## src/verilog/pdac_consts.svh

```systemverilog
// constants for the parallel dac host controller
// assumes a 250 MHz clk; included by pdac_host
// Notes on behaviour
// - mode pin high writes data registers, low writes control registers
// - in 10-bit loading, stored channel target bit routes data to main or sub
// - host asserts chip select and write strobe with address to load a register
// - byte mode: line 1 low loads high eight bits, high loads two low bits
// - byte mode: line 0 picks main when low, trim when high
// - channel soft clear needs an update strobe after the clear bit write
`ifndef PDAC_CONSTS_SVH
`define PDAC_CONSTS_SVH
`define PDAC_ADDR_CMD     4'h0
`define PDAC_ADDR_WDATA   4'h1
`define PDAC_ADDR_STATUS  4'h2
`define PDAC_ADDR_PINS    4'h3
`define PDAC_CMD_GCTL     3'h0
`define PDAC_CMD_CCTL     3'h1
`define PDAC_CMD_DATA     3'h2
`define PDAC_CMD_UPDATE   3'h3
`define PDAC_CMD_CLEAR    3'h4
`define PDAC_CMD_RAW      3'h5
`define PDAC_BIT_BYTE     7
`define PDAC_BIT_CODING   6
`define PDAC_BIT_PWR      5
`define PDAC_BIT_CHANNEL_SLEEP_N     4
`define PDAC_BIT_GLOBAL_SOFT_CLEAR     3
`define PDAC_BIT_BIAS_HI  9
`define PDAC_BIT_BIAS_LO  8
`define PDAC_BIT_TARGET   7
`define PDAC_BIT_SLEEP_N  4
`define PDAC_BIT_CCLR     3
`define PDAC_GCTL_RESET   10'h030
`define PDAC_CCTL_RESET   10'h018
`define PDAC_T_SETUP_NS   20
`define PDAC_T_STROBE_NS  40
`define PDAC_T_HOLD_NS    20
`define PDAC_CLK_NS       4
`define PDAC_CYC(ns)      (((ns) + `PDAC_CLK_NS - 1) / `PDAC_CLK_NS)
`endif

```

## src/verilog/pdac_pkg.sv

```systemverilog
// types for the parallel dac host controller
// assumes pdac_consts.svh alongside
package pdac_pkg;
  typedef enum logic [2:0] {
    PD_IDLE  = 3'b000,
    PD_SETUP = 3'b001,
    PD_STRB  = 3'b010,
    PD_HOLD  = 3'b011,
    PD_PULSE = 3'b100
  } pdac_state_t;
  typedef enum logic [1:0] {
    PD_LINE_WR  = 2'b00,
    PD_LINE_UPD = 2'b01,
    PD_LINE_CLR = 2'b10
  } pdac_line_t;
endpackage : pdac_pkg

```

## src/verilog/pdac_seq_if.sv

```systemverilog
// pulse request/done carrier between the controller and its timer
// assumes one clock domain
`timescale 1ns/1ps
`default_nettype none
interface pdac_seq_if;
  logic       start;
  logic [7:0] count;
  logic       done;
  modport ctl (output start, output count, input done);
  modport tmr (input start, input count, output done);
endinterface : pdac_seq_if
`default_nettype wire

```

## src/verilog/pdac_host.sv

```systemverilog
// host controller driving the parallel write port of a 10-bit multi-channel dac
// assumes software on a simple strobe port; device pins are plain outputs
//
// The placing of the registers and the address-and-strobe port were decided locally.
`timescale 1ns/1ps
`default_nettype none
`include "pdac_consts.svh"
module pdac_host
  import pdac_pkg::*;
(
  input  wire logic       clk,
  input  wire logic       rstn,
  input  wire logic [3:0] sw_addr,
  input  wire logic [15:0] sw_wdata,
  input  wire logic       sw_wr,
  input  wire logic       sw_rd,
  output logic [15:0]     sw_rdata,
  output logic            chip_select_n,
  output logic            write_strobe_n,
  output logic            mode_pin,
  output logic            channel_addr_2,
  output logic            channel_addr_1,
  output logic            channel_addr_0,
  output logic [9:0]      data_lines,
  output logic            output_update_strobe_n,
  output logic            hardware_clear_n
);
  localparam logic [7:0] SETUP_CYC = 8'(`PDAC_CYC(`PDAC_T_SETUP_NS));
  localparam logic [7:0] STRB_CYC  = 8'(`PDAC_CYC(`PDAC_T_STROBE_NS));
  localparam logic [7:0] HOLD_CYC  = 8'(`PDAC_CYC(`PDAC_T_HOLD_NS));

  pdac_seq_if seq ();
  pdac_timer u_timer (.clk(clk), .rstn(rstn), .seq(seq));

  pdac_state_t st_r, st_nxt;
  pdac_line_t  line_r, line_nxt;
  logic [15:0] wdata_r, wdata_nxt;
  logic [15:0] rdata_r, rdata_nxt;
  logic        cs_n_r, cs_n_nxt, wr_n_r, wr_n_nxt, mode_r, mode_nxt;
  logic [2:0]  addr_r, addr_nxt;
  logic [9:0]  dl_r, dl_nxt;
  logic        upd_n_r, upd_n_nxt, clr_n_r, clr_n_nxt;
  logic [9:0]  gctl_r, gctl_nxt;
  logic [7:0]  tgt_r, tgt_nxt;
  logic [7:0]  cnt_r, cnt_nxt;
  logic        start_nxt;
  logic [7:0]  count_nxt;
  logic [2:0]  ch;
  logic [1:0]  sub;
  logic        busy;

  assign busy = (st_r != PD_IDLE);
  assign ch   = sw_wdata[12:10];
  assign sub  = sw_wdata[15:14];
  assign seq.start = start_nxt;
  assign seq.count = count_nxt;

  always_comb
  begin
    st_nxt = st_r;
    line_nxt = line_r;
    wdata_nxt = wdata_r;
    cs_n_nxt = cs_n_r;
    wr_n_nxt = wr_n_r;
    mode_nxt = mode_r;
    addr_nxt = addr_r;
    dl_nxt = dl_r;
    upd_n_nxt = upd_n_r;
    clr_n_nxt = clr_n_r;
    gctl_nxt = gctl_r;
    tgt_nxt = tgt_r;
    cnt_nxt = cnt_r;
    start_nxt = 1'b0;
    count_nxt = 8'h00;
    rdata_nxt = 16'h0000;
    if (sw_rd)
    begin
      unique case (sw_addr)
        `PDAC_ADDR_STATUS: rdata_nxt = {cnt_r, 7'h00, busy};
        `PDAC_ADDR_WDATA:  rdata_nxt = wdata_r;
        `PDAC_ADDR_PINS:   rdata_nxt = {6'h00, gctl_r};
        default:           rdata_nxt = 16'h0000;
      endcase
    end
    if (sw_wr && sw_addr == `PDAC_ADDR_WDATA && !busy)
    begin
      wdata_nxt = sw_wdata;
    end
    unique case (st_r)
      PD_IDLE:
      begin
        if (sw_wr && sw_addr == `PDAC_ADDR_CMD)
        begin
          addr_nxt = ch;
          line_nxt = PD_LINE_WR;
          start_nxt = 1'b1;
          count_nxt = SETUP_CYC;
          st_nxt = PD_SETUP;
          cnt_nxt = cnt_r + 8'h01;
          unique case (sw_wdata[2:0])
            `PDAC_CMD_GCTL:
            begin
              mode_nxt = 1'b0;
              dl_nxt = {wdata_r[9:3], 1'b0, 1'b0, 1'b0};
              gctl_nxt = {wdata_r[9:3], 3'b000};
            end
            `PDAC_CMD_CCTL:
            begin
              mode_nxt = 1'b0;
              dl_nxt = {wdata_r[9:3], 1'b0, 1'b0, 1'b1};
              tgt_nxt[ch] = wdata_r[`PDAC_BIT_TARGET];
            end
            `PDAC_CMD_DATA:
            begin
              mode_nxt = 1'b1;
              if (!gctl_r[`PDAC_BIT_BYTE])
              begin
                dl_nxt = wdata_r[9:0];
                if (tgt_r[ch])
                begin
                  dl_nxt = {wdata_r[7:0], 2'b00};
                end
              end
              else if (sub[1])
              begin
                dl_nxt = {wdata_r[7:0], 1'b0, 1'b1};
              end
              else if (sub[0])
              begin
                dl_nxt = {6'h00, wdata_r[1:0], 1'b1, 1'b0};
              end
              else
              begin
                dl_nxt = {wdata_r[9:2], 1'b0, 1'b0};
              end
            end
            `PDAC_CMD_UPDATE:
            begin
              line_nxt = PD_LINE_UPD;
              upd_n_nxt = 1'b0;
              count_nxt = STRB_CYC;
              st_nxt = PD_PULSE;
            end
            `PDAC_CMD_CLEAR:
            begin
              line_nxt = PD_LINE_CLR;
              clr_n_nxt = 1'b0;
              count_nxt = STRB_CYC;
              st_nxt = PD_PULSE;
            end
            default:
            begin
              mode_nxt = sw_wdata[3];
              dl_nxt = wdata_r[9:0];
            end
          endcase
        end
      end
      PD_SETUP:
      begin
        cs_n_nxt = 1'b0;
        if (seq.done)
        begin
          wr_n_nxt = 1'b0;
          start_nxt = 1'b1;
          count_nxt = STRB_CYC;
          st_nxt = PD_STRB;
        end
      end
      PD_STRB:
      begin
        if (seq.done)
        begin
          wr_n_nxt = 1'b1;
          start_nxt = 1'b1;
          count_nxt = HOLD_CYC;
          st_nxt = PD_HOLD;
        end
      end
      PD_HOLD:
      begin
        if (seq.done)
        begin
          cs_n_nxt = 1'b1;
          st_nxt = PD_IDLE;
        end
      end
      PD_PULSE:
      begin
        if (seq.done)
        begin
          // release only the line that this pulse drove
          if (line_r == PD_LINE_UPD)
          begin
            upd_n_nxt = 1'b1;
          end
          else
          begin
            clr_n_nxt = 1'b1;
          end
          st_nxt = PD_IDLE;
        end
      end
      default:
      begin
        st_nxt = PD_IDLE;
      end
    endcase
  end

  always_ff @(posedge clk or negedge rstn)
  begin
    if (!rstn)
    begin
      st_r <= PD_IDLE;
      line_r <= PD_LINE_WR;
      wdata_r <= 16'h0000;
      rdata_r <= 16'h0000;
      cs_n_r <= 1'b1;
      wr_n_r <= 1'b1;
      mode_r <= 1'b0;
      addr_r <= 3'h0;
      dl_r <= 10'h000;
      upd_n_r <= 1'b1;
      clr_n_r <= 1'b1;
      gctl_r <= `PDAC_GCTL_RESET;
      tgt_r <= 8'h00;
      cnt_r <= 8'h00;
    end
    else
    begin
      st_r <= st_nxt;
      line_r <= line_nxt;
      wdata_r <= wdata_nxt;
      rdata_r <= rdata_nxt;
      cs_n_r <= cs_n_nxt;
      wr_n_r <= wr_n_nxt;
      mode_r <= mode_nxt;
      addr_r <= addr_nxt;
      dl_r <= dl_nxt;
      upd_n_r <= upd_n_nxt;
      clr_n_r <= clr_n_nxt;
      gctl_r <= gctl_nxt;
      tgt_r <= tgt_nxt;
      cnt_r <= cnt_nxt;
    end
  end

  assign sw_rdata = rdata_r;
  assign chip_select_n = cs_n_r;
  assign write_strobe_n = wr_n_r;
  assign mode_pin = mode_r;
  assign channel_addr_2 = addr_r[2];
  assign channel_addr_1 = addr_r[1];
  assign channel_addr_0 = addr_r[0];
  assign data_lines = dl_r;
  assign output_update_strobe_n = upd_n_r;
  assign hardware_clear_n = clr_n_r;
endmodule : pdac_host
`default_nettype wire

```

## src/verilog/pdac_timer.sv

```systemverilog
// cycle timer: counts a phase length and pulses done at its end
// assumes start is one cycle and count is at least one
`timescale 1ns/1ps
`default_nettype none
module pdac_timer
  import pdac_pkg::*;
(
  input wire logic clk,
  input wire logic rstn,
  pdac_seq_if.tmr  seq
);
  logic [7:0] cnt_r;
  logic [7:0] cnt_nxt;
  logic       done_r;
  logic       done_nxt;
  assign seq.done = done_r;
  always_comb
  begin
    cnt_nxt  = cnt_r;
    done_nxt = 1'b0;
    if (seq.start)
    begin
      cnt_nxt = seq.count;
    end
    else if (cnt_r != 8'h00)
    begin
      cnt_nxt  = cnt_r - 8'h01;
      done_nxt = (cnt_r == 8'h01);
    end
  end
  always_ff @(posedge clk or negedge rstn)
  begin
    if (!rstn)
    begin
      cnt_r  <= 8'h00;
      done_r <= 1'b0;
    end
    else
    begin
      cnt_r  <= cnt_nxt;
      done_r <= done_nxt;
    end
  end
endmodule : pdac_timer
`default_nettype wire
```

## config.mk

```make
export PLATFORM = sky130hd
export DESIGN_NAME = pdac_host
export DESIGN_NICKNAME = d
export VERILOG_FILES = /design/src/verilog/pdac_pkg.sv /design/src/verilog/pdac_seq_if.sv /design/src/verilog/pdac_host.sv /design/src/verilog/pdac_timer.sv
export VERILOG_INCLUDE_DIRS = /design/src /design/src/verilog
export SDC_FILE = /design/constraint.sdc
export NUM_CORES = 1
export LEC_CHECK = 0
export BUFFER_PORTS_ARGS = -buffer_cell sky130_fd_sc_hd__buf_2
export CORE_MARGIN = 2
export CORE_UTILIZATION = 59
export CTS_BUF_LIST = sky130_fd_sc_hd__clkbuf_8
export CTS_CLUSTER_SIZE = 16
export DETAILED_ROUTE_END_ITERATION = 16
export GPL_ROUTABILITY_DRIVEN = 0
export GPL_TIMING_DRIVEN = 0
export PLACE_DENSITY_LB_ADDON = 0.3
export SETUP_SLACK_MARGIN = 0.05
export SLEW_MARGIN = 20
export SYNTH_ARGS = -nofsm -noshare
export SYNTH_HDL_FRONTEND = slang
export SYNTH_SLANG_ARGS = --single-unit
```

## constraint.sdc

```tcl
create_clock -name clk -period 2.52 [get_ports clk]
set_input_delay 0.126 -clock clk [delete_from_list [all_inputs] [get_ports clk]]
set_output_delay 0.126 -clock clk [all_outputs]
set_load 0.02 [all_outputs]
```

==> impl_metrics.ini, run 1 <==
[final_layout]
mostFrequentLayoutCell = dfrtp_1
ff_latch_area_mm2 = 0.002185
fillCellCount = 507
multi_input_area_mm2 = 0.001750
final_cell_mix = dfrtp_1 (81), buf_2 (60), nor2_1 (47)
nets = 457
n_antenna_cell = 0
syn_to_final_growth_pct = 17.22
drive_gt1_share_pct = 28.11

[placement]
dp_hpwl_mm = 6.043
io_buffers = 55
dp_slack_ns = 0.2464

[critical_path]
worst-setup-path-type = flip-flop to flip-flop
ff2ff_path_depth = 6
worstSetupStartpointType = flip-flop
critPathMaxFanout = 10
arrival_ns = 2.54
reg2reg_from = st_r[1]
worst-endpoint-required_ns = 2.77
worst_setup_path_end_kind = flip-flop
reg2reg_setup_slack_ns = 0.23
r2r-end = tgt_r[2]

[hold_path]
hp-class = input port to flip-flop
hp-start = sw_wdata[3]
whs_endpoint = wdata_r[3]
whs_path_depth = 2

[sta]
setup_viol = 0
max_freq_mhz = 436.0
setup_ws_ns = 0.2265
maxSlewHeadroom_pct = 46.92
post-route-min-period_ns = 2.294
finalCritPeriodShare_pct = 91.01
hold_viol = 0
rsz0062_at_grt = no
setup-tns-final_ns = 0
worst_pin_slew_ns = 0.7915
fin_skew_ns = 0.008351
slew_viol_final = 0

[routing]
first_iter_violations = 134
vias_per_cell = 5.739
post_drt_wl_per_cell_um = 16.72
drc = 0
drt-total-wl_mm = 8.592
antenna_left = 0
firstDrtPassIters = 4
vias = 2950

[logic_synthesis]
synth-seq-cells = 87
syn-mean-instance-area_um2 = 11.33
synthesis.nets = 382
ys_seq_area_share_pct = 54.48
netlist.area_leader.share_pct = 50.55
synth_edf_count = 0
ys.flop_type = dfrtp_1
synth.area.top_cells = dfrtp_1 (51%), mux2_2 (7.6%), nor2_1 (4.4%)
yosys.area.top_type = dfrtp_1
postSynth.asyncResetShare_pct = 100.0
yosysWarnings = 0
synth_area_mm2 = 0.004010
netlist_instances = 354
synth.distinct_cells = 55

[floorplan]
die_height_um = 86.44
initial_core_util_pct = 60.02
fp.dieW_um = 86.44
fp.coreArea_mm2 = 0.006681
ioPinCount = 58
dieArea_mm2 = 0.007472
rows = 30

[global_routing]
grt_first_pass_wirelength_mm = 14.57
antenna_found_initial = 0
grt_usage_pct = 25.29
grt_remaining_overflow = 0
grt_pass1_vias = 3091
grt_max_degree = 56

[status]
status = finished clean

[clocking]
tritoncts = built
cts_made_buffers = 9
clk_latency_ns = 0.37
cts.sinks = 87
clk_pin_slew_ns = 0.09
cts.htree.levels = 3
clock-root-buffer = clkbuf_8
cts_buffer_depth = 2
postCtsSetupBuffers = 0

[pwr]
power.density_mw_per_mm2 = 865.5
ir_drop_uv = 598.6
leakage_nw = 2.234

[job]
cap_viol_max_count = 0
==> repair_timing <==
action / CTS / global route
setup endpoints to repair: 0 / 0
gates resized for setup: 0 / 0
endpoints found under the hold margin: 34 / 0
hold buffers: 8 / 0
==> power by group <==
| group | internal (mW) | total (mW) | leakage [nW] | switching [mW] |
|---|---|---|---|---|
| registers | 1.71 | 1.97 | 1.14 | 0.266 |
| logic | 0.467 | 1.08 | 0.994 | 0.615 |
| clock network | 0.492 | 1.01 | 0.105 | 0.522 |
| total | 2.67 | 4.07 | 2.23 | 1.40 |
==> registers in the layout, indices dropped and copies added, names as in the netlist <==
name                    cells
gctl_r                      7
sw_rdata                   16
chip_select_n               1
wdata_r                    16
data_lines                 10
u_timer.cnt_r               8
u_timer.seq.done            1
mode_pin                    1
cnt_r                       8
output_update_strobe_n      1
line_r                      2
st_r                        3
addr_r                      3
write_strobe_n              1
hardware_clear_n            1
tgt_r                       8
==> metal layers <==
metal	GRT usage (%)	part of all wire, %
met3	4.381	4.5
met2	40.21	49
met5	0	0
met4	12.64	1.9
met1	33.65	44
==> worst max-delay path, cell delays in order (launching register included) <==
cell and delay [ns]:
dfrtp_1 0.36, buf_2 0.18, or3_1 0.42, nor3_4 0.38, nand3b_1 0.25, nor3b_2 0.24, mux2_1 0.33
==> metrics by stage <==
step	total power, mW	hold slack (ns)	std cells	util (%)	area (um2)
after detailed placement	3.066	0.1026	490	66.09	4415
after CTS	4.088	0.01553	514	70.36	4701
after global routing	4.320	0.02729	514	70.36	4701
final	4.069	0.02379	514	70.36	4701
after global placement	3.008	0.3584	489	65.64	4385
after floorplan	2.697	-0.1696	354	-	4010
==> synthesized netlist by cell type (all sizes together), types with 3 or more instances <==
master and n:
buf 7, dfrtp 81, or3 3, mux2i 10, a21oi 13, mux2 33, o21ai 8, nor2 47
a221oi 7, nand2b 6, ha 4, and2 5, a22oi 7, nor3b 4, clkbuf 8, inv 3
nor2b 6, dfstp 6, xor2 3, nor3 5, a31oi 3, and3 3, nand2 30, nand3 7
nand3b 4, nand4 5, xnor2 10
==> kinds of logic (layout without fill, tap and decap cells) <==
logic type	count (synthesis)	after routing	share of synthesized area, %
compound gates	56	56	9.860
xor+xnor	13	13	2.839
fa+ha+maj	4	4	1.248
buf+inv	18	98	1.872
flops	87	87	54.48
mux	44	44	12.32
simple gates	132	132	17.38
==> how the worst max path moves through the flow <==
stage,from,end,depth (start not counted)
finish,st_r[1],tgt_r[2],6
global route,st_r[1],tgt_r[2],6
CTS,st_r[1],tgt_r[2],6
detailed placement,st_r[1],tgt_r[2],6
global placement,st_r[1],tgt_r[2],6
floorplan,st_r[1],tgt_r[2],6
==> cell type report <==
| class | count | share of cell area (%) |
|---|---|---|
| flip-flops and latches | 87 | 46.47 |
| multi-input cells | 249 | 37.24 |
| repair buffers | 64 | 8.198 |
| clock buffers | 10 | 2.928 |
| well taps | 80 | 2.129 |
| clock inverters | 6 | 1.437 |
| plain buffers | 15 | 1.357 |
| inverters | 3 | 0.2396 |
Note: power is estimated with default switching activity, not from simulation.
==> run 2: changes to the inputs <==
CORE_UTILIZATION = 54   (was 59)
SYNTH_HIERARCHICAL = 1   (was default)
clock period = 1.98 ns   (was 2.52 ns; I/O delays follow)
==> run 2 against run 1 <==
  * Setup slack lost 0.29 ns
  * Critical path depth shrank 1
  * Combinational power shrank 12%
  * Cell count grew 13%
  * Sequential cell count is the same
  * Area after synthesis grew 2.7%
  * Worst hold slack lost 0.0037 ns
  * Critical path type unchanged
  * Synthesized cell count grew 9.0%
  * Register-to-register slack lost 0.29 ns
  * The flow now finishes with violations (negative setup slack)
==> impl_metrics.ini, run 2 <==
[status]
status = complete, but fails checks
violations = negative setup slack

[logic_synthesis]
synth_area_mm2 = 0.004118
postSynth.asyncResetShare_pct = 100.0
synth_edf_count = 0
synth_common_cells = dfrtp_1 (81), nand2_1 (47), nor2_1 (32)
yosysWarnings = 6
syn-mean-instance-area_um2 = 10.67
netlist.area_leader.share_pct = 49.23
synth-seq-cells = 87
synth.area.top_cells = dfrtp_1 (49%), mux2_2 (5.5%), nand2_1 (4.3%)
ys.flop_type = dfrtp_1
synth.distinct_cells = 59
netlist_instances = 386
yosys.cell_count.top_type = dfrtp_1
yosys.area.top_type = dfrtp_1
ys_seq_area_share_pct = 53.05

[final_layout]
mostFrequentLayoutCell = dfrtp_1
drive_gt1_share_pct = 33.33
n_antenna_cell = 0
fillCellCount = 527
final_cell_mix = dfrtp_1 (80), buf_2 (56), nand2_1 (46)
syn_to_final_growth_pct = 26.83
post-route-util_pct = 71.24
final_area_mm2 = 0.005223
nets = 505

[sta]
fin_skew_ns = 0.007500
worst_pin_slew_ns = 0.6561
rsz0062_at_grt = yes
finalCritPeriodShare_pct = 103.0
maxSlewHeadroom_pct = 56.26
fin_hold_ws_ns = 0.02009
post-route-min-period_ns = 2.040
setup_viol = 8
setup_ws_ns = -0.06036
max_freq_mhz = 490.1
hold_viol = 0
slew_viol_final = 0

[pwr]
power_mw = 4.663
power.density_mw_per_mm2 = 892.9
leakage_nw = 2.488
ir_drop_uv = 723.9

[placement]
dp_slack_ns = -0.5071
place_area_mm2 = 0.004551
dp_hpwl_mm = 6.344
io_buffers = 55

[floorplan]
die_height_um = 91.33
rows = 31
fp.dieW_um = 91.33
initial_core_util_pct = 56.17
dieArea_mm2 = 0.008340
ioPinCount = 58
fp.coreArea_mm2 = 0.007331

[critical_path]
worstSetupStartpointType = flip-flop
critPathMaxStageDelay_ns = 0.58
cpLargestDelayFamily = multiplexers
worst-setup-path-type = flip-flop to flip-flop
cp_cell_sequence = mux2_4 > mux4_2 > o211ai_4 > mux2i_1 > o21ai_1
worst-endpoint-required_ns = 2.21
worst_setup_path_end_kind = flip-flop
critical_path_buf_inv_count = 0
slowest_stage = mux4_2
critPathMaxFanout = 5
arrival_ns = 2.27

[routing]
vias_per_cell = 5.694
firstDrtPassIters = 4
antenna_left = 0
first_iter_violations = 220
drt-total-wl_mm = 9.863
drc = 0
vias = 3314
post_drt_wl_per_cell_um = 16.95

[global_routing]
grt_pass1_vias = 3255
antenna_found_initial = 0
grt_max_degree = 47
grt_first_pass_wirelength_mm = 15.98
grt_usage_pct = 24.21
grt_remaining_overflow = 0

[clocking]
cts_buffer_depth = 2
cts.htree.levels = 3
clk_pin_slew_ns = 0.08
clock-root-buffer = clkbuf_8
cts.sinks = 87
cts_made_buffers = 9
tritoncts = built
clk_latency_ns = 0.35

[hold_path]
hp-class = input port to flip-flop

[job]
cap_viol_max_count = 0
==> run 2: cell types whose count changed after synthesis, moves of 4 or more <==
cell and change:
nor3_1 +7, mux2_2 -7, a221oi_1 -6, o21ai_0 +7
nor3b_1 +5, clkbuf_1 +14, mux2_1 +9, nand2_1 +17
nor2_1 -15, buf_2 -6, inv_1 +6, and2_1 -4
==> run 2: metal layers <==
metal	vias to the layer above	GRT usage (%)	part of all wire [%]
met5	-	0	0
met1	1621	32.65	44
li1	1556	-	-
met3	21	5.726	5.2
met2	116	39.81	49
met4	0	5.934	1.8
==> run 2: worst paths after layout <==
check                                  startpoint                     end  slack, ns  cells past startpoint
max in group asynchronous                    rstn               gctl_r[5]       1.02                      3
min reg2reg                output_update_strobe_n  output_update_strobe_n       0.47                      2
max                                      tgt_r[2]           data_lines[3]      -0.06                      5
min in group asynchronous                    rstn                cnt_r[6]       0.27                      2
max reg2reg                              tgt_r[2]           data_lines[3]      -0.06                      5
min                                   sw_wdata[3]              wdata_r[3]       0.02                      2
==> run 2: metrics by stage <==
| step | cells | setup TNS, ns |
|---|---|---|
| 6_report | 582 | -0.3401 |
| 4_1_cts | 578 | -0.05090 |
| 3_5_place_dp | 544 | -8.106 |
| 2_1_floorplan | 389 | 0 |
| 5_1_grt | 582 | -2.176 |
| 3_3_place_gp | 543 | -5.895 |
==> run 2: repair_timing <==
action,in CTS,in global routing
hold buffers,8,0
pin swaps,8,10
resized for setup,33,30
buffers inserted,11,3
cloned,0,1
endpoints found under the hold margin,44,0
setup endpoints to repair,46,46
==> run 2: cells by family (layout without fill, tap and decap cells) <==
group | count (synthesis) | in the layout | share of synthesized area, %
compound gates | 73 | 73 | 12.06
xor+xnor | 9 | 9 | 1.914
fa+ha+maj | 3 | 3 | 0.9117
buf+inv | 34 | 128 | 3.282
flops | 87 | 87 | 53.05
mux | 43 | 43 | 11.82
other cells | 1 | 4 | 0.09107
simple gates | 136 | 136 | 16.86
==> run 2: worst reg2reg max path, cell delays in order, from the launching register on <==
cell      delay [ns]
dfrtp_1         0.39
mux2_4          0.27
mux4_2          0.58
o211ai_4        0.29
mux2i_1         0.29
o21ai_1         0.12
==> run 2: final cells by class <==
class	count	area (um2)	share of cell area, %
Buffer	24	131.4	2.516
Multi-Input combinational cell	268	1986	38.02
Inverter	9	33.78	0.6469
Clock buffer	10	137.6	2.635
Clock inverter	6	108.9	2.084
Tap cell	99	123.9	2.372
Sequential cell	87	2186	41.85
Timing Repair Buffer	79	515.5	9.871
==> run 2: report_power, final <==
group	total, mW	leakage [nW]	internal (mW)	switching [mW]
Combinational	0.947	1.20	0.442	0.505
Sequential	2.23	1.17	1.98	0.250
Clock	1.48	0.120	0.868	0.617
